### config.mk
export PLATFORM = sky130hd
export DESIGN_NAME = ivp_controller
export DESIGN_NICKNAME = d
export VERILOG_FILES = /design/src/shared/ivp_pkg.sv /design/src/shared/ivp_pick_if.sv /design/src/rtl/ivp_ranker.sv /design/src/rtl/ivp_controller.sv
export SDC_FILE = /design/constraint.sdc
export NUM_CORES = 1
export LEC_CHECK = 0
export ABC_AREA = 1
export BUFFER_PORTS_ARGS = -buffer_cell sky130_fd_sc_hd__buf_2
export CAP_MARGIN = 15
export CORE_ASPECT_RATIO = 1.25
export CORE_MARGIN = 8
export CORE_UTILIZATION = 51
export CTS_CLUSTER_SIZE = 24
export DETAILED_ROUTE_END_ITERATION = 12
export PLACE_DENSITY = 0.78
export SETUP_SLACK_MARGIN = 0.02
export SYNTH_ARGS = -nofsm -noshare
export SYNTH_HDL_FRONTEND = slang
export SYNTH_SLANG_ARGS = --single-unit
### constraint.sdc
create_clock -name clock -period 1.9 [get_ports clock]
set_input_delay 0.19 -clock clock [delete_from_list [all_inputs] [get_ports clock]]
set_output_delay 0.19 -clock clock [all_outputs]
set_load 0.01 [all_outputs]
### src/shared/ivp_pkg.sv
// shared constants for the interrupt vector and priority block
package ivp_pkg;

	// ----------------------------------------------------------------
	// routine numbering
	// ----------------------------------------------------------------
	typedef logic [4:0] ivp_num_t;

	localparam int NUM_RANKED = 28;
	localparam ivp_num_t RT_RESET = 5'h00;
	localparam ivp_num_t RT_NMI = 5'h01;
	localparam ivp_num_t RT_EMU = 5'h1d;
	localparam ivp_num_t RT_HIGH_FIRST = 5'h10;
	localparam ivp_num_t RT_HIGH_LAST = 5'h17;
	localparam int GEN_COUNT = 22;
	localparam int VEC_STRIDE_LOG2 = 3;

	// hardware rank order, highest first; rank = index + 1
	localparam ivp_num_t RANK_ORDER [NUM_RANKED] = '{
		5'h00, 5'h1d, 5'h01, 5'h18, 5'h02, 5'h10, 5'h03, 5'h04,
		5'h05, 5'h11, 5'h06, 5'h07, 5'h08, 5'h12, 5'h09, 5'h0a,
		5'h0b, 5'h13, 5'h0c, 5'h0d, 5'h14, 5'h15, 5'h0e, 5'h0f,
		5'h16, 5'h17, 5'h19, 5'h1a};

	// routines 2..26 carry a flag and an enable
	localparam logic [31:0] MASKABLE = 32'h07fffffc;

	// ----------------------------------------------------------------
	// register map (byte addresses)
	// ----------------------------------------------------------------
	localparam int ADDR_W = 8;
	localparam logic [7:0] REG_FLAGS_LO = 8'h00;
	localparam logic [7:0] REG_FLAGS_HI = 8'h04;
	localparam logic [7:0] REG_ENABLE_LO = 8'h08;
	localparam logic [7:0] REG_ENABLE_HI = 8'h0c;
	localparam logic [7:0] REG_CONTROL = 8'h10;
	localparam logic [7:0] REG_PRI_PAGE = 8'h14;
	localparam logic [7:0] REG_SEC_PAGE = 8'h18;
	localparam logic [7:0] REG_SOFT = 8'h1c;
	localparam logic [7:0] REG_STATUS = 8'h20;

	localparam int CTRL_GMASK_BIT = 0;
	localparam int CTRL_SWRESET_BIT = 1;
	localparam logic GMASK_RESET = 1'b1;
	localparam logic [15:0] PAGE_RESET = 16'h0000;
	localparam int SOFT_PEND_BIT = 8;

	localparam logic [1:0] RESP_OKAY = 2'h0;
	localparam logic [1:0] RESP_DECERR = 2'h3;

	// ----------------------------------------------------------------
	// delivery sequencer
	// ----------------------------------------------------------------
	typedef enum logic [1:0] {
		ST_IDLE = 2'h0,
		ST_OFFER = 2'h1,
		ST_RETIRE = 2'h3
	} ivp_state_t;

endpackage : ivp_pkg

### src/shared/ivp_pick_if.sv
// request set and winner between the controller and its ranker
`timescale 1ns/1ps
interface ivp_pick_if;
	logic [31:0]       req;
	logic              valid;
	ivp_pkg::ivp_num_t num;

	modport ranker (input req, output valid, output num);
	modport user (output req, input valid, input num);
endinterface : ivp_pick_if

### src/rtl/ivp_ranker.sv
// fixed-priority ranker over the pending routine set
`timescale 1ns/1ps
module ivp_ranker #(
	parameter int RANKS = ivp_pkg::NUM_RANKED
) (
	// request set and winner
	ivp_pick_if.ranker pick
);

	// ----------------------------------------------------------------
	// ranking
	// ----------------------------------------------------------------
	// scan from lowest rank up so the highest pending one is written last
	always_comb begin
		pick.valid = 1'b0;
		pick.num   = ivp_pkg::RT_RESET;
		for (int i = RANKS - 1; i >= 0; i--) begin
			if (pick.req[ivp_pkg::RANK_ORDER[i]]) begin // [RULE18] [RULE7]
				pick.valid = 1'b1;
				pick.num   = ivp_pkg::RANK_ORDER[i];
			end
		end
	end

endmodule : ivp_ranker

### src/rtl/ivp_controller.sv
// interrupt flagging, gating, ranking and vector delivery to the core
`timescale 1ns/1ps

// How it works
// RULE1 - routine 0 is reset, top rank, offset 0
// RULE2 - routine 1 nonmaskable, rank 3, offset 8
// RULE3 - routine 24 bus fault, rank 4, offset C0
// RULE4 - routine 25 log done, rank 27, offset C8
// RULE5 - routine 26 os event, rank 28, offset D0
// RULE6 - routines 30, 31 software only, unranked
// RULE7 - emulation request rank 2; general ranks interleaved
// RULE8 - every maskable source enableable by software
// RULE9 - pins or peripherals drive 22 general requests
// RULE10 - bus fault from system bus or core
// RULE11 - log transfer end raises log done
// RULE12 - breakpoint or watchpoint raises os event
// RULE13 - hardware request sets its pending flag
// RULE14 - set flag alone never causes delivery
// RULE15 - software may enter any maskable routine
// RULE16 - bus fault marks faulting instruction suspect
// RULE17 - routines 16..23 use secondary page
// RULE18 - simultaneous requests served one by one, ranked
// RULE19 - flag holds until taken, cleared, reset
// RULE20 - delivery needs enable 1, global mask 0
// RULE21 - reset, nonmaskables bypass gating, still ranked
module ivp_controller (
	// clock, reset, enable
	input  wire logic        clock,
	input  wire logic        rst_n,
	input  wire logic        ce,
	// register bus
	input  wire logic [7:0]  s_axi_awaddr,
	input  wire logic        s_axi_awvalid,
	output logic             s_axi_awready,
	input  wire logic [31:0] s_axi_wdata,
	input  wire logic [3:0]  s_axi_wstrb,
	input  wire logic        s_axi_wvalid,
	output logic             s_axi_wready,
	output logic [1:0]       s_axi_bresp,
	output logic             s_axi_bvalid,
	input  wire logic        s_axi_bready,
	input  wire logic [7:0]  s_axi_araddr,
	input  wire logic        s_axi_arvalid,
	output logic             s_axi_arready,
	output logic [31:0]      s_axi_rdata,
	output logic [1:0]       s_axi_rresp,
	output logic             s_axi_rvalid,
	input  wire logic        s_axi_rready,
	// interrupt sources
	input  wire logic [21:0] periphReqPin,
	input  wire logic        nmiPin,
	input  wire logic        emuNmiReq,
	input  wire logic        busFaultSys,
	input  wire logic        busFaultCore,
	input  wire logic        logDoneEvent,
	input  wire logic        breakpointHit,
	input  wire logic        watchpointHit,
	// core pipeline side
	output logic             vecValid,
	output ivp_pkg::ivp_num_t vecNumber,
	output logic [23:0]      vecAddress,
	input  wire logic        vecTaken,
	output logic             faultSuspect
);

	// ----------------------------------------------------------------
	// state
	// ----------------------------------------------------------------
	logic [21:0]        perA;
	logic [21:0]        perB;
	logic [21:0]        perC;
	logic               nmiA;
	logic               nmiB;
	logic               nmiC;
	logic               emuLast;
	logic [31:0]        flags;
	logic [31:0]        enables;
	logic               gmask;
	logic [15:0]        priPage;
	logic [15:0]        secPage;
	logic               resetPend;
	logic               nmiPend;
	logic               emuPend;
	logic               softPend;
	ivp_pkg::ivp_num_t  softNum;
	logic               vecSoft;
	ivp_pkg::ivp_state_t state;
	logic               wrAccept;
	logic               rdAccept;

	ivp_pick_if pick ();

	ivp_ranker #(
		.RANKS (ivp_pkg::NUM_RANKED)
	) u_ranker (
		.pick (pick)
	);

	// ----------------------------------------------------------------
	// source conditioning
	// ----------------------------------------------------------------
	// pins cross in through two flops; edges are taken off the second
	wire [21:0] perRise  = perB & ~perC; // [RULE9]
	wire        nmiRise  = nmiB & ~nmiC;
	wire        emuRise  = emuNmiReq & ~emuLast;
	wire        busFault = busFaultSys | busFaultCore; // [RULE10]
	wire        osHit    = breakpointHit | watchpointHit; // [RULE12]

	// one set bit per maskable hardware source at its routine position
	wire [31:0] hwSet = {5'h00, osHit, logDoneEvent, busFault, perRise, 2'h0}; // [RULE13] [RULE3] [RULE4] [RULE5] [RULE11]

	always_ff @(posedge clock) begin
		if (!rst_n) begin
			perA    <= 22'h000000;
			perB    <= 22'h000000;
			perC    <= 22'h000000;
			nmiA    <= 1'b0;
			nmiB    <= 1'b0;
			nmiC    <= 1'b0;
			emuLast <= 1'b0;
		end else if (ce) begin
			perA    <= periphReqPin;
			perB    <= perA;
			perC    <= perB;
			nmiA    <= nmiPin;
			nmiB    <= nmiA;
			nmiC    <= nmiB;
			emuLast <= emuNmiReq;
		end
	end

	// ----------------------------------------------------------------
	// register bus decode
	// ----------------------------------------------------------------
	// aw and w are taken together in one beat; one write in flight
	wire        wrFire = wrAccept;
	wire [7:0]  wAddr  = {s_axi_awaddr[7:2], 2'h0};
	wire [7:0]  rAddr  = {s_axi_araddr[7:2], 2'h0};
	wire [31:0] bm     = {{8{s_axi_wstrb[3]}}, {8{s_axi_wstrb[2]}},
		{8{s_axi_wstrb[1]}}, {8{s_axi_wstrb[0]}}};
	wire [31:0] wMasked = s_axi_wdata & bm;

	wire wrFlagLo = wrFire && (wAddr == ivp_pkg::REG_FLAGS_LO);
	wire wrFlagHi = wrFire && (wAddr == ivp_pkg::REG_FLAGS_HI);
	wire wrEnLo   = wrFire && (wAddr == ivp_pkg::REG_ENABLE_LO);
	wire wrEnHi   = wrFire && (wAddr == ivp_pkg::REG_ENABLE_HI);
	wire wrCtrl   = wrFire && (wAddr == ivp_pkg::REG_CONTROL);
	wire wrPri    = wrFire && (wAddr == ivp_pkg::REG_PRI_PAGE);
	wire wrSec    = wrFire && (wAddr == ivp_pkg::REG_SEC_PAGE);
	wire wrSoft   = wrFire && (wAddr == ivp_pkg::REG_SOFT) && s_axi_wstrb[0];
	wire wrHit    = wrFlagLo | wrFlagHi | wrEnLo | wrEnHi | wrCtrl
		| wrPri | wrSec | (wAddr == ivp_pkg::REG_SOFT)
		| (wAddr == ivp_pkg::REG_STATUS);

	// ----------------------------------------------------------------
	// selection and delivery
	// ----------------------------------------------------------------
	// nonmaskable latches join the gated maskable set
	wire [31:0] nonMask = (32'(emuPend) << ivp_pkg::RT_EMU)
		| (32'(nmiPend) << ivp_pkg::RT_NMI) | 32'(resetPend); // [RULE21] [RULE2] [RULE7]
	assign pick.req = (flags & enables & {32{~gmask}}) | nonMask; // [RULE14] [RULE20] [RULE8]

	// a software entry goes ahead of hardware, except a pending reset
	wire               useSoft   = softPend && !resetPend; // [RULE15] [RULE6]
	wire               haveWork  = pick.valid || softPend;
	ivp_pkg::ivp_num_t chosenNum;
	assign chosenNum = useSoft ? softNum : pick.num;

	wire        inHighPage = (chosenNum >= ivp_pkg::RT_HIGH_FIRST)
		&& (chosenNum <= ivp_pkg::RT_HIGH_LAST);
	wire [15:0] pageSel    = inHighPage ? secPage : priPage; // [RULE17]
	wire [23:0] chosenAddr = {pageSel, chosenNum, 3'h0}; // [RULE1] [RULE2] [RULE3] [RULE4] [RULE5] [RULE6]

	wire take = (state == ivp_pkg::ST_OFFER) && vecTaken;

	// retire the taken source; software entries only drop their latch
	wire hwTake   = take && !vecSoft;
	wire [31:0] ackClr = hwTake ? ((32'h1 << vecNumber) & ivp_pkg::MASKABLE) : 32'h0; // [RULE19]
	wire clrReset = hwTake && (vecNumber == ivp_pkg::RT_RESET);
	wire clrNmi   = hwTake && (vecNumber == ivp_pkg::RT_NMI);
	wire clrEmu   = hwTake && (vecNumber == ivp_pkg::RT_EMU);

	ivp_pkg::ivp_state_t next_state;
	always_comb begin
		next_state = state;
		unique case (state)
			ivp_pkg::ST_IDLE:   if (haveWork) next_state = ivp_pkg::ST_OFFER; // [RULE18]
			ivp_pkg::ST_OFFER:  if (vecTaken) next_state = ivp_pkg::ST_RETIRE;
			ivp_pkg::ST_RETIRE: next_state = ivp_pkg::ST_IDLE;
			default:            next_state = ivp_pkg::ST_IDLE;
		endcase
	end

	// ----------------------------------------------------------------
	// next values of the software-visible state
	// ----------------------------------------------------------------
	// set beats clear: an edge landing on a clear stays pending
	wire [31:0] swClr = ({16'h0000, wrFlagLo ? wMasked[15:0] : 16'h0000}
		| {wrFlagHi ? wMasked[15:0] : 16'h0000, 16'h0000});
	wire [31:0] next_flags = ((flags & ~swClr & ~ackClr) | hwSet) & ivp_pkg::MASKABLE; // [RULE13] [RULE19]

	wire [31:0] enMask = ({16'h0000, wrEnLo ? bm[15:0] : 16'h0000}
		| {wrEnHi ? bm[15:0] : 16'h0000, 16'h0000});
	wire [31:0] enData = {s_axi_wdata[15:0], s_axi_wdata[15:0]};
	wire [31:0] next_enables = ((enables & ~enMask) | (enData & enMask)) & ivp_pkg::MASKABLE; // [RULE8]

	wire swReset = wrCtrl && wMasked[ivp_pkg::CTRL_SWRESET_BIT];
	wire next_gmask = (wrCtrl && s_axi_wstrb[0]) ? s_axi_wdata[ivp_pkg::CTRL_GMASK_BIT] : gmask; // [RULE20]
	wire [15:0] next_priPage = wrPri ? ((priPage & ~bm[15:0]) | wMasked[15:0]) : priPage;
	wire [15:0] next_secPage = wrSec ? ((secPage & ~bm[15:0]) | wMasked[15:0]) : secPage;

	wire next_resetPend = swReset | (resetPend & ~clrReset); // [RULE1]
	wire next_nmiPend   = nmiRise | (nmiPend & ~clrNmi); // [RULE2]
	wire next_emuPend   = emuRise | (emuPend & ~clrEmu); // [RULE7]
	// a new software entry is only armed when none is waiting
	wire softArm        = wrSoft && !softPend;
	wire softDrop       = take && vecSoft;
	wire next_softPend  = softArm | (softPend & ~softDrop); // [RULE15]

	// ----------------------------------------------------------------
	// read data mux
	// ----------------------------------------------------------------
	wire [31:0] statusWord = {21'h000000, vecSoft, emuPend, nmiPend,
		resetPend, vecValid, 1'b0, vecNumber};
	wire [31:0] softWord = {23'h000000, softPend, 3'h0, softNum};

	logic [31:0] rdMux;
	logic        rdHit;
	always_comb begin
		rdHit = 1'b1;
		unique case (rAddr)
			ivp_pkg::REG_FLAGS_LO:  rdMux = {16'h0000, flags[15:0]};
			ivp_pkg::REG_FLAGS_HI:  rdMux = {16'h0000, flags[31:16]};
			ivp_pkg::REG_ENABLE_LO: rdMux = {16'h0000, enables[15:0]};
			ivp_pkg::REG_ENABLE_HI: rdMux = {16'h0000, enables[31:16]};
			ivp_pkg::REG_CONTROL:   rdMux = {31'h00000000, gmask};
			ivp_pkg::REG_PRI_PAGE:  rdMux = {16'h0000, priPage};
			ivp_pkg::REG_SEC_PAGE:  rdMux = {16'h0000, secPage};
			ivp_pkg::REG_SOFT:      rdMux = softWord;
			ivp_pkg::REG_STATUS:    rdMux = statusWord;
			default: begin
				rdMux = 32'h00000000;
				rdHit = 1'b0;
			end
		endcase
	end

	// ----------------------------------------------------------------
	// bus handshake flops
	// ----------------------------------------------------------------
	// ready pulses one cycle after both valids, so aw and w pair up
	always_ff @(posedge clock) begin
		if (!rst_n) begin
			wrAccept     <= 1'b0;
			s_axi_bvalid <= 1'b0;
			s_axi_bresp  <= ivp_pkg::RESP_OKAY;
		end else if (ce) begin
			wrAccept <= !wrAccept && !s_axi_bvalid && s_axi_awvalid && s_axi_wvalid;
			if (wrFire) begin
				s_axi_bvalid <= 1'b1;
				s_axi_bresp  <= wrHit ? ivp_pkg::RESP_OKAY : ivp_pkg::RESP_DECERR;
			end else if (s_axi_bready) begin
				s_axi_bvalid <= 1'b0;
			end
		end
	end

	assign s_axi_awready = wrAccept;
	assign s_axi_wready  = wrAccept;
	assign s_axi_arready = rdAccept;

	always_ff @(posedge clock) begin
		if (!rst_n) begin
			rdAccept     <= 1'b0;
			s_axi_rvalid <= 1'b0;
			s_axi_rdata  <= 32'h00000000;
			s_axi_rresp  <= ivp_pkg::RESP_OKAY;
		end else if (ce) begin
			rdAccept <= !rdAccept && !s_axi_rvalid && s_axi_arvalid;
			if (rdAccept) begin
				s_axi_rvalid <= 1'b1;
				s_axi_rdata  <= rdMux;
				s_axi_rresp  <= rdHit ? ivp_pkg::RESP_OKAY : ivp_pkg::RESP_DECERR;
			end else if (s_axi_rready) begin
				s_axi_rvalid <= 1'b0;
			end
		end
	end

	// ----------------------------------------------------------------
	// interrupt state flops
	// ----------------------------------------------------------------
	// reset leaves the reset routine pending and everything masked
	always_ff @(posedge clock) begin
		if (!rst_n) begin
			flags     <= 32'h00000000;
			enables   <= 32'h00000000;
			gmask     <= ivp_pkg::GMASK_RESET;
			priPage   <= ivp_pkg::PAGE_RESET;
			secPage   <= ivp_pkg::PAGE_RESET;
			resetPend <= 1'b1; // [RULE1]
			nmiPend   <= 1'b0;
			emuPend   <= 1'b0;
			softPend  <= 1'b0;
			softNum   <= ivp_pkg::RT_RESET;
		end else if (ce) begin
			flags     <= next_flags;
			enables   <= next_enables;
			gmask     <= next_gmask;
			priPage   <= next_priPage;
			secPage   <= next_secPage;
			resetPend <= next_resetPend;
			nmiPend   <= next_nmiPend;
			emuPend   <= next_emuPend;
			softPend  <= next_softPend;
			if (softArm) softNum <= s_axi_wdata[4:0];
		end
	end

	// ----------------------------------------------------------------
	// vector offer to the core
	// ----------------------------------------------------------------
	// the offer is frozen until taken; a later higher rank waits its turn
	always_ff @(posedge clock) begin
		if (!rst_n) begin
			state      <= ivp_pkg::ST_IDLE;
			vecValid   <= 1'b0;
			vecNumber  <= ivp_pkg::RT_RESET;
			vecAddress <= 24'h000000;
			vecSoft    <= 1'b0;
		end else if (ce) begin
			state    <= next_state;
			vecValid <= (next_state == ivp_pkg::ST_OFFER);
			if (state == ivp_pkg::ST_IDLE && haveWork) begin
				vecNumber  <= chosenNum; // [RULE18]
				vecAddress <= chosenAddr; // [RULE17]
				vecSoft    <= useSoft;
			end
		end
	end

	// ----------------------------------------------------------------
	// bus fault marker
	// ----------------------------------------------------------------
	// tells the pipeline the faulting bundle's results are not to be trusted
	always_ff @(posedge clock) begin
		if (!rst_n) begin
			faultSuspect <= 1'b0;
		end else if (ce) begin
			faultSuspect <= busFault; // [RULE16]
		end
	end

endmodule : ivp_controller

==> results.py, run 1 <==
metrics = {
    "clock_tree": {
        "ctsRootBufferMaster": "clkbuf_16",
        "htree_levels": 1,
        "clkSlewWorstSetupHoldPaths_ps": 60,
        "clk_path_buf_depth": 3,
        "insertion_delay_ps": 510,
        "tritoncts": "built",
        "clock-sinks": 210,
        "cts_buffers": 21,
    },
    "floorplanning": {
        "num_io_pins": 162,
        "initial_core_util_pct": 51.32,
        "die_w_um": 138.3,
        "die_area_um2": 23340,
        "core_um2": 18570,
        "fp-row-count": 56,
        "die_h_um": 168.8,
    },
    "power_and_ir_drop": {
        "pwr-share-clk_pct": 44.9,
        "power_frac_seq_pct": 45.6,
        "combinationalPowerShare_pct": 9.4,
        "cellLeakagePower_nw": 5.490,
        "p_sw_share_pct": 23.92,
        "power_switching_mw": 2.423,
        "p_int_mw": 7.706,
        "peakVddDrop_v": 0.0006641,
        "cellPowerDensity_nw_per_um2": 798.8,
    },
    "grt": {
        "grt_pass1_wl_mm": 51.41,
        "grtUsageTotal_pct": 27.05,
        "antenna_found_initial": 0,
        "grt_util_met1_pct": 31.97,
        "gr-max-usage-layer": "met2",
        "grt_max_degree": 69,
        "grt_pass1_vias": 9857,
        "use_met3_pct": 4.372,
        "grt.overflow.total": 0,
        "grtUsageMet2_pct": 46.76,
    },
    "worst_setup_path": {
        "slowest_stage": "dfxtp_4",
        "critPathTopFamily": "simple AND/OR/NAND/NOR gates",
        "worstPathArrival_ps": 2750,
        "critPathCaptureType": "flip-flop",
        "critPathBufInv": 2,
        "start_kind": "flip-flop",
        "rrSetupSlack_ps": -420,
        "worstSetupPathType": "flip-flop to flip-flop",
        "critical-path-max-stage-delay_ps": 410,
        "crit_chain": "buf_8, nor2_4, nor2_2, nand2_1, nand2_1, nand2_1, nand2_1, nand2_1, nand2_1, nand2_1, nand2_1, nand2_1, nand2_1, nand2_1, nand2_1, nand2_1, nand2_1, nand2_1, nand2_2, nand2_4, buf_12, nand3_2, nand3_1, a21oi_1",
        "cp_data_required_time_ps": 2330,
        "cp_max_fo": 12,
        "crit_top_cell": "nand2_1",
    },
    "sta": {
        "setup_slack_ps": -416.6,
        "final-max-slew-violation-count": 0,
        "hold_ws_ps": 14.56,
        "timing_hold_violations_final": 0,
        "fmax_ghz": 0.4317,
        "finalSetupViolations": 23,
        "setup_tns_ps": -7891,
        "finClkSkew_ps": 12.38,
        "rsz0062_at_grt": "true",
        "min_period_ps": 2317,
        "min_period_over_period_pct": 121.9,
        "slew_headroom_pct": 52.22,
        "worstMarginPinSlew_ps": 711.3,
    },
    "placement": {
        "dp_hpwl_mm": 24.20,
        "gp_congestion": 1.042,
        "placed_area_um2": 11310,
        "io_buffer_count": 120,
    },
    "status": {
        "run_status": "finished, violations left",
        "violations": "negative setup slack",
    },
    "detailed_routing": {
        "via_per_inst": 5.428,
        "routedWlPerCell_um": 17.64,
        "drt_drc_violations_left": 0,
        "num_vias": 10110,
        "wl_mm": 32.87,
        "drt-initial-drc-count": 1058,
        "drtPass1Iterations": 5,
        "antenna_left": 0,
    },
    "synth": {
        "ys_types": 40,
        "synth_seq_cells": 210,
        "seq_area_frac_synth_pct": 44.12,
        "netlist_instances": 1351,
        "async_flop_share_pct": 0,
        "ys.flop_type": "dfxtp_1",
        "yosysWarnings": 0,
        "synth_area_per_cell_um2": 7.053,
        "synth-edff-count": 0,
        "synth_area_um2": 9529,
    },
    "layout": {
        "final_nets": 1708,
        "area_growth_syn_to_layout_pct": 33.07,
        "drive_above_1_share_pct": 23.61,
        "design_area_um2": 12680,
        "n_antenna_cell": 0,
    },
    "run": {
        "max_cap_viol_count": 0,
    },
    "min_path": {
        "hold_path.class": "input pin to flip-flop",
    },
}
## metrics by stage
stage	power [mW]	instances	setup WS, ps	util (%)
global placement	5.560	1787	-387.2	60.92
CTS	10.11	1860	-347.4	67.71
detailed placement	5.573	1787	-404.4	60.92
finish	10.13	1863	-416.6	68.30
global route	10.43	1863	-544.9	68.30
floorplan	5.207	1369	-68.46	-
## cells by family after synthesis
kind of cell / after synthesis / share of synthesized area, %
and+or+nand+nor: 516 / 22.64
AOI/OAI and AO/OA: 376 / 22.12
buffers and inverters: 248 / 11.08
DFF: 210 / 44.12
other: 1 / 0.03935
## tightest hold or removal path: stages
cell,delay (ps)
buf_2,100
o21ai_0,80
a21oi_1,110
## power groups by stage
stage,sequential [mW],clock (mW),combinational [mW]
floorplan,4.71,0,0.495
global placement,4.71,0,0.848
detailed placement,4.72,0,0.857
CTS,4.62,4.57,0.926
global route,4.63,4.75,1.05
finish,4.62,4.55,0.955
## final timing paths
kind	cells after the start	endpoint	startpoint
setup / recovery	24	vecAddress[18]	gmask
hold / removal	3	flip-flop	s_axi_wdata[11]
setup reg to reg	24	vecAddress[18]	gmask
hold reg to reg	2	perC[0]	perC[0]
## layer usage
layer,wire (um),vias up,share of wire (%)
met4,1469,0,4.5
met3,2357,88,7.2
met1,13000,4650,40
li1,-,4974,-
met2,16050,400,49
met5,0,-,0
## final cells by class
type | instances | area (um^2)
fillers | 1575 | 5887
multi-input cells | 912 | 4551
flip-flops and latches | 210 | 4213
repair buffers | 315 | 2283
inverters | 158 | 595.6
clock buffers | 27 | 568.0
well taps | 232 | 290.3
clock inverters | 9 | 180.2
## cell usage in the layout, fill, tap and decap left out, types with 8 or more instances in the layout
| cell | Yosys | layout |
|---|---|---|
| conb_1 | 1 | 19 |
| nor3_1 | 32 | 22 |
| or2_2 | 13 | 13 |
| dfxtp_1 | 210 | 205 |
| dlygate4sd3_1 | 0 | 34 |
| nor2_2 | 5 | 9 |
| inv_2 | 7 | 8 |
| o21ai_0 | 135 | 132 |
| buf_2 | 4 | 120 |
| buf_12 | 0 | 8 |
| nand3_1 | 58 | 56 |
| inv_1 | 151 | 149 |
| nand2_1 | 210 | 208 |
| clkbuf_16 | 0 | 21 |
| nor2_1 | 182 | 171 |
| o22ai_1 | 23 | 23 |
| a31oi_1 | 12 | 12 |
| o221ai_1 | 9 | 9 |
| a21oi_1 | 151 | 148 |
| a221oi_1 | 15 | 15 |
| buf_4 | 28 | 146 |
## Yosys cell counts, types with 2 or more instances
| cell type | instances | share of area [%] |
|---|---|---|
| o22ai_1 | 23 | 1.5 |
| a22oi_1 | 3 | 0.24 |
| nand4_1 | 5 | 0.33 |
| buf_2 | 4 | 0.21 |
| a21boi_0 | 2 | 0.16 |
| buf_4 | 28 | 2.2 |
| o2111ai_1 | 5 | 0.46 |
| inv_2 | 7 | 0.28 |
| nand2_1 | 210 | 8.3 |
| or2_2 | 13 | 0.85 |
| dfxtp_1 | 210 | 44 |
| o221ai_1 | 9 | 0.83 |
| clkbuf_1 | 54 | 2.1 |
| o21a_1 | 3 | 0.24 |
| nor3_2 | 3 | 0.32 |
| a31oi_1 | 12 | 0.79 |
| o211ai_1 | 4 | 0.32 |
| a21oi_1 | 151 | 7.9 |
| o21ai_0 | 135 | 7.1 |
| o31ai_1 | 2 | 0.16 |
| o311ai_0 | 3 | 0.28 |
| a221oi_1 | 15 | 1.4 |
| nor4_1 | 4 | 0.26 |
| nor2_2 | 5 | 0.33 |
| nand3_1 | 58 | 3.0 |
| buf_6 | 2 | 0.24 |
| a211oi_1 | 2 | 0.16 |
| buf_1 | 2 | 0.079 |
| inv_1 | 151 | 5.9 |
| nor2_1 | 182 | 7.2 |
| nor3_1 | 32 | 1.7 |
| o21ai_1 | 3 | 0.16 |
| nand2_4 | 2 | 0.24 |
## repair_timing
action | 4_1_cts | 5_1_grt
setup buffers | 2 | 3
gates cloned | 1 | 0
setup endpoints to repair | 24 | 56
resized for setup | 39 | 25
pin swaps | 13 | 7
endpoints found under the hold margin | 37 | 0
hold buffers | 34 | 0
Note: power is estimated with default switching activity, not from simulation.
==> run 2, diff against run 1 <==
--- a/config.mk
+++ b/config.mk
@@ -14,6 +14,7 @@
 export CTS_CLUSTER_SIZE = 24
 export DETAILED_ROUTE_END_ITERATION = 12
 export PLACE_DENSITY = 0.78
+export REMOVE_ABC_BUFFERS = 1
 export SETUP_SLACK_MARGIN = 0.02
 export SYNTH_ARGS = -nofsm -noshare
 export SYNTH_HDL_FRONTEND = slang
==> run 2 against run 1 <==
  * The run still ends with negative setup slack left
  * Hold slack is essentially flat
  * Count of clock-buffer cells in the layout increased by 4
  * Setup slack improved by 76 ps
  * Non-clock buffer count up 2
  * Combinational power increased by 7%
  * Clock skew hardly changed
  * Critical path type unchanged
==> results.py, run 2 (synthesis gave the netlist of run 1 again) <==
metrics = {
    "min_path": {
        "hold_depth": 3,
        "hold_path.class": "input pin to flip-flop",
    },
    "grt": {
        "antenna_found_initial": 0,
        "grt_max_degree": 40,
        "grt_pass1_vias": 10020,
        "grt.overflow.total": 0,
        "grt_pass1_wl_mm": 54.63,
        "grtUsageTotal_pct": 29.19,
    },
    "clock_tree": {
        "clkSlewWorstSetupHoldPaths_ps": 60,
        "ctsRootBufferMaster": "clkbuf_16",
        "cts_buffers": 21,
        "htree_levels": 1,
        "insertion_delay_ps": 500,
        "tritoncts": "built",
        "clock-sinks": 210,
        "clk_path_buf_depth": 3,
    },
    "power_and_ir_drop": {
        "p_int_mw": 7.399,
        "peakVddDrop_v": 0.0007658,
        "pwr-share-clk_pct": 42.6,
        "power_frac_seq_pct": 47.1,
        "p_total_mw": 9.819,
        "cellLeakagePower_nw": 5.432,
        "cellPowerDensity_nw_per_um2": 778.4,
        "power_switching_mw": 2.420,
        "p_sw_share_pct": 24.65,
        "combinationalPowerShare_pct": 10.4,
    },
    "sta": {
        "timing_hold_violations_final": 0,
        "fmax_ghz": 0.4463,
        "slew_headroom_pct": 64.29,
        "finClkSkew_ps": 11.95,
        "min_period_over_period_pct": 117.9,
        "setup_slack_ps": -340.5,
        "final-max-slew-violation-count": 0,
        "min_period_ps": 2240,
        "rsz0062_at_grt": "true",
        "worstMarginPinSlew_ps": 528.9,
        "finalSetupViolations": 24,
    },
    "run": {
        "max_cap_viol_count": 0,
    },
    "worst_setup_path": {
        "worstPathArrival_ps": 2670,
        "critPathTopFamily": "buffers and inverters",
        "start_kind": "flip-flop",
        "critPathBufInv": 5,
        "cp_data_required_time_ps": 2330,
        "crit_top_cell": "buf_12",
        "crit_chain": "buf_12, nor3_1, buf_4, inv_1, nand2_2, nor3_2, nand2_1, a21oi_1, o21ai_1, nand2_1, a21oi_4, buf_12, buf_12, nand3_1, nand3_1, a21oi_2",
        "cp_max_fo": 11,
        "critPathCaptureType": "flip-flop",
        "slowest_stage": "dfxtp_4",
        "cp_num_cells": 16,
        "critical-path-max-stage-delay_ps": 380,
        "r2r_cells": 16,
        "worstSetupPathType": "flip-flop to flip-flop",
    },
    "floorplanning": {
        "fp-row-count": 56,
        "die_w_um": 138.3,
        "core_um2": 18570,
        "initial_core_util_pct": 51.32,
        "num_io_pins": 162,
        "die_area_um2": 23340,
        "die_h_um": 168.8,
    },
    "placement": {
        "placed_area_um2": 11330,
        "pre_cts_ws_ps": -404.1,
        "io_buffer_count": 120,
        "dp_hpwl_mm": 26.69,
        "gp_congestion": 0.9927,
    },
    "layout": {
        "drive_above_1_share_pct": 23.28,
        "final_nets": 1709,
        "design_area_um2": 12610,
        "area_growth_syn_to_layout_pct": 32.38,
        "final_common_cell": "dfxtp_1",
        "n_antenna_cell": 0,
        "final_cell_mix": "dfxtp_1, nand2_1, nor2_1, inv_1, buf_4",
    },
    "status": {
        "violations": "negative setup slack",
        "run_status": "finished, violations left",
    },
    "detailed_routing": {
        "via_per_inst": 5.580,
        "drt-initial-drc-count": 812,
        "drt_drc_violations_left": 0,
        "routedWlPerCell_um": 19.17,
        "antenna_left": 0,
        "wl_mm": 35.74,
        "drtPass1Iterations": 6,
        "num_vias": 10400,
    },
}
## run 2: path summary, 6_finish.rpt
kind | from | endpoint | slack (ps)
setup / recovery | gmask | vecAddress[15] | -340
hold reg to reg | perC[11] | perC[11] | 460
setup reg to reg | gmask | vecAddress[15] | -340
hold / removal | s_axi_wvalid | s_axi_awready | 10
## run 2: worst min-delay path, delay by kind of cell
family / cells / cell delay [ps]
and+or+nand+nor: 1 / 120
AOI/OAI and AO/OA: 1 / 80
buffers and inverters: 1 / 70
## run 2: layout make-up
cell class	count	area, um^2
flip-flops and latches	210	4208
well taps	232	290.3
multi-input cells	911	4513
fillers	1608	5953
clock inverters	5	77.57
repair buffers	317	2327
clock buffers	31	603.1
inverters	158	595.6
## run 2: through the flow
stage	util (%)	cells	hold slack [ps]	TNS [ps]
after floorplan	-	1279	268.6	-12560
after global placement	61.02	1790	409.0	-6484
after detailed placement	61.02	1790	415.9	-7769
after CTS	66.73	1861	0.3113	-6509
after global routing	67.94	1864	22.68	-10950
final	67.94	1864	14.68	-6442
## run 2: power by group through the flow
stage | clock network [mW] | registers (mW) | logic, mW
5_1_grt | 4.40 | 4.63 | 1.10
6_report | 4.18 | 4.62 | 1.02
3_3_place_gp | 0 | 4.71 | 0.902
3_5_place_dp | 0 | 4.72 | 0.912
2_1_floorplan | 0 | 4.72 | 0.380
4_1_cts | 4.23 | 4.62 | 0.978
## run 2: what timing repair did
action / in CTS / in global routing
hold endpoints to repair: 38 / 0
cloned: 0 / 2
setup endpoints to repair: 27 / 50
hold buffers: 35 / 0
buffers inserted: 0 / 1
pin swaps: 0 / 2
gates resized for setup: 8 / 41
## run 2: layer usage
metal / track usage (%) / part of all wire, % / wire [um] / up-vias
met3: 4.596 / 8.1 / 2884 / 104
met5: 0 / 0 / 0 / -
li1: - / - / - / 4978
met1: 35.97 / 40 / 14190 / 4835
met4: 13.16 / 4.5 / 1604 / 0
met2: 49.37 / 48 / 17060 / 484
==> run 3, diff against run 2 <==
--- a/config.mk
+++ b/config.mk
@@ -15,7 +15,7 @@
 export DETAILED_ROUTE_END_ITERATION = 12
 export PLACE_DENSITY = 0.78
 export REMOVE_ABC_BUFFERS = 1
-export SETUP_SLACK_MARGIN = 0.02
+export SETUP_SLACK_MARGIN = 0.2
 export SYNTH_ARGS = -nofsm -noshare
 export SYNTH_HDL_FRONTEND = slang
 export SYNTH_SLANG_ARGS = --single-unit
==> run 3 against run 2 <==
  * The run still ends with negative setup slack left
  * Largest power group unchanged
  * Highest routed layer unchanged
  * Global-route usage down 0.072 points
  * Register-to-register slack about the same
  * Critical path depth down 2
==> results.py, run 3 (synthesis gave the netlist of run 1 again) <==
metrics = {
    "status": {
        "run_status": "finished, violations left",
        "violations": "negative setup slack",
    },
    "sta": {
        "fmax_ghz": 0.4439,
        "rsz0062_at_grt": "true",
        "min_period_ps": 2253,
        "setup_tns_ps": -6487,
        "final-max-slew-violation-count": 0,
        "timing_hold_violations_final": 0,
        "setup_slack_ps": -352.5,
        "finClkSkew_ps": 11.42,
        "slew_headroom_pct": 64.68,
        "finalSetupViolations": 24,
        "min_period_over_period_pct": 118.6,
        "worstMarginPinSlew_ps": 523.2,
    },
    "worst_setup_path": {
        "critical-path-max-stage-delay_ps": 370,
        "crit_top_cell": "nor3_1",
        "start_kind": "flip-flop",
        "critPathBufInv": 5,
        "cp_data_required_time_ps": 2330,
        "critPathTopFamily": "simple AND/OR/NAND/NOR gates",
        "slowest_stage": "dfxtp_4",
        "worstSetupPathType": "flip-flop to flip-flop",
        "worstPathArrival_ps": 2680,
        "crit_chain": "buf_12, nor3_1, inv_2, nand3_2, nor3_1, buf_4, nand3b_1, nand2_2, nor2_4, inv_4, buf_4, nor3_1, o21ai_0, a21oi_1",
        "critPathCaptureType": "flip-flop",
        "cp_max_fo": 11,
    },
    "detailed_routing": {
        "antenna_left": 0,
        "drt_drc_violations_left": 0,
        "wl_mm": 36.01,
        "routedWlPerCell_um": 19.31,
        "num_vias": 10370,
        "drt-initial-drc-count": 883,
        "drtPass1Iterations": 6,
        "via_per_inst": 5.558,
    },
    "power_and_ir_drop": {
        "cellLeakagePower_nw": 5.453,
        "pwr-share-clk_pct": 42.4,
        "combinationalPowerShare_pct": 10.6,
        "power_switching_mw": 2.433,
        "cellPowerDensity_nw_per_um2": 773.9,
        "power_frac_seq_pct": 47.0,
        "p_sw_share_pct": 24.71,
        "peakVddDrop_v": 0.0007657,
        "p_int_mw": 7.415,
    },
    "layout": {
        "drive_above_1_share_pct": 24.25,
        "final_common_cell": "dfxtp_1",
        "final_nets": 1710,
        "area_growth_syn_to_layout_pct": 33.53,
        "n_antenna_cell": 0,
        "final_cells": 1865,
        "final_cell_mix": "dfxtp_1, nand2_1, nor2_1, buf_4",
    },
    "floorplanning": {
        "die_area_um2": 23340,
        "die_w_um": 138.3,
        "die_h_um": 168.8,
        "initial_core_util_pct": 51.32,
        "num_io_pins": 162,
        "fp-row-count": 56,
        "core_um2": 18570,
    },
    "placement": {
        "gp_congestion": 0.9927,
        "dp_hpwl_mm": 26.69,
        "placedCellCount": 1790,
        "io_buffer_count": 120,
    },
    "clock_tree": {
        "clk_path_buf_depth": 3,
        "tritoncts": "built",
        "clkSlewWorstSetupHoldPaths_ps": 70,
        "htree_levels": 1,
        "ctsRootBufferMaster": "clkbuf_16",
        "cts_buffers": 21,
        "clock-sinks": 210,
        "insertion_delay_ps": 500,
    },
    "run": {
        "max_cap_viol_count": 0,
    },
    "grt": {
        "antenna_found_initial": 0,
        "grt_pass1_wl_mm": 54.53,
        "grt.overflow.total": 0,
        "grtUsageTotal_pct": 29.12,
        "grt_pass1_vias": 9981,
        "grt_max_degree": 40,
    },
    "min_path": {
        "hold_path.class": "input pin to flip-flop",
    },
}
-- run 3: area by class of cell --
class	instances	area, um^2
Clock buffer	31	603.1
Clock inverter	5	77.57
Fill cell	1598	5843
Inverter	158	601.8
Multi-Input combinational cell	911	4581
Sequential cell	210	4212
Tap cell	232	290.3
Timing Repair Buffer	318	2360
-- run 3: per-layer routing --
| metal | global-route usage [%] | wire, um |
|---|---|---|
| met1 | 35.83 | 14540 |
| met4 | 13.12 | 1615 |
| met3 | 4.737 | 2645 |
| met2 | 49.20 | 17200 |
| met5 | 0 | 0 |
-- run 3: power groups by stage --
stage | Sequential [mW] | Combinational [mW] | Clock, mW
finish | 4.62 | 1.05 | 4.18
global placement | 4.71 | 0.902 | 0
detailed placement | 4.72 | 0.912 | 0
global route | 4.64 | 1.12 | 4.40
floorplan | 4.72 | 0.380 | 0
CTS | 4.62 | 0.977 | 4.23
-- run 3: final timing paths --
check / from / end / slack (ps) / cells past startpoint
worst min register to register: perC[11] / perC[11] / 460 / 2
worst max-delay path: gmask / vecNumber[1] / -350 / 14
worst min-delay path: s_axi_wdata[8] / flip-flop / 6 / 3
worst max register to register: gmask / vecNumber[1] / -350 / 14
-- run 3: per-stage QoR --
stage	hold slack, ps	cell area (um^2)	utilization, %	setup WS, ps	power, mW
2_1_floorplan	268.6	9134	-	-714.8	5.100
3_3_place_gp	409.0	11330	61.02	-333.3	5.614
3_5_place_dp	415.9	11330	61.02	-404.1	5.628
4_1_cts	0.3113	12390	66.73	-320.7	9.828
5_1_grt	22.68	12720	68.53	-563.0	10.16
6_report	6.114	12720	68.53	-352.5	9.848
-- run 3: timing repair --
action	4_1_cts	5_1_grt
hold buffers	35	0
gates cloned	0	3
endpoints found under the setup margin	46	60
hold endpoints to repair	38	0
resized for setup	9	66
buffers inserted	0	1
pin swaps	0	11
-- run 3: worst reg2reg max path: cells and delay by family, from the launching register on --
family	cells	cell delay, ps
AOI/OAI and AO/OA	2	230
and+or+nand+nor	7	980
DFF	1	370
buffers and inverters	5	590
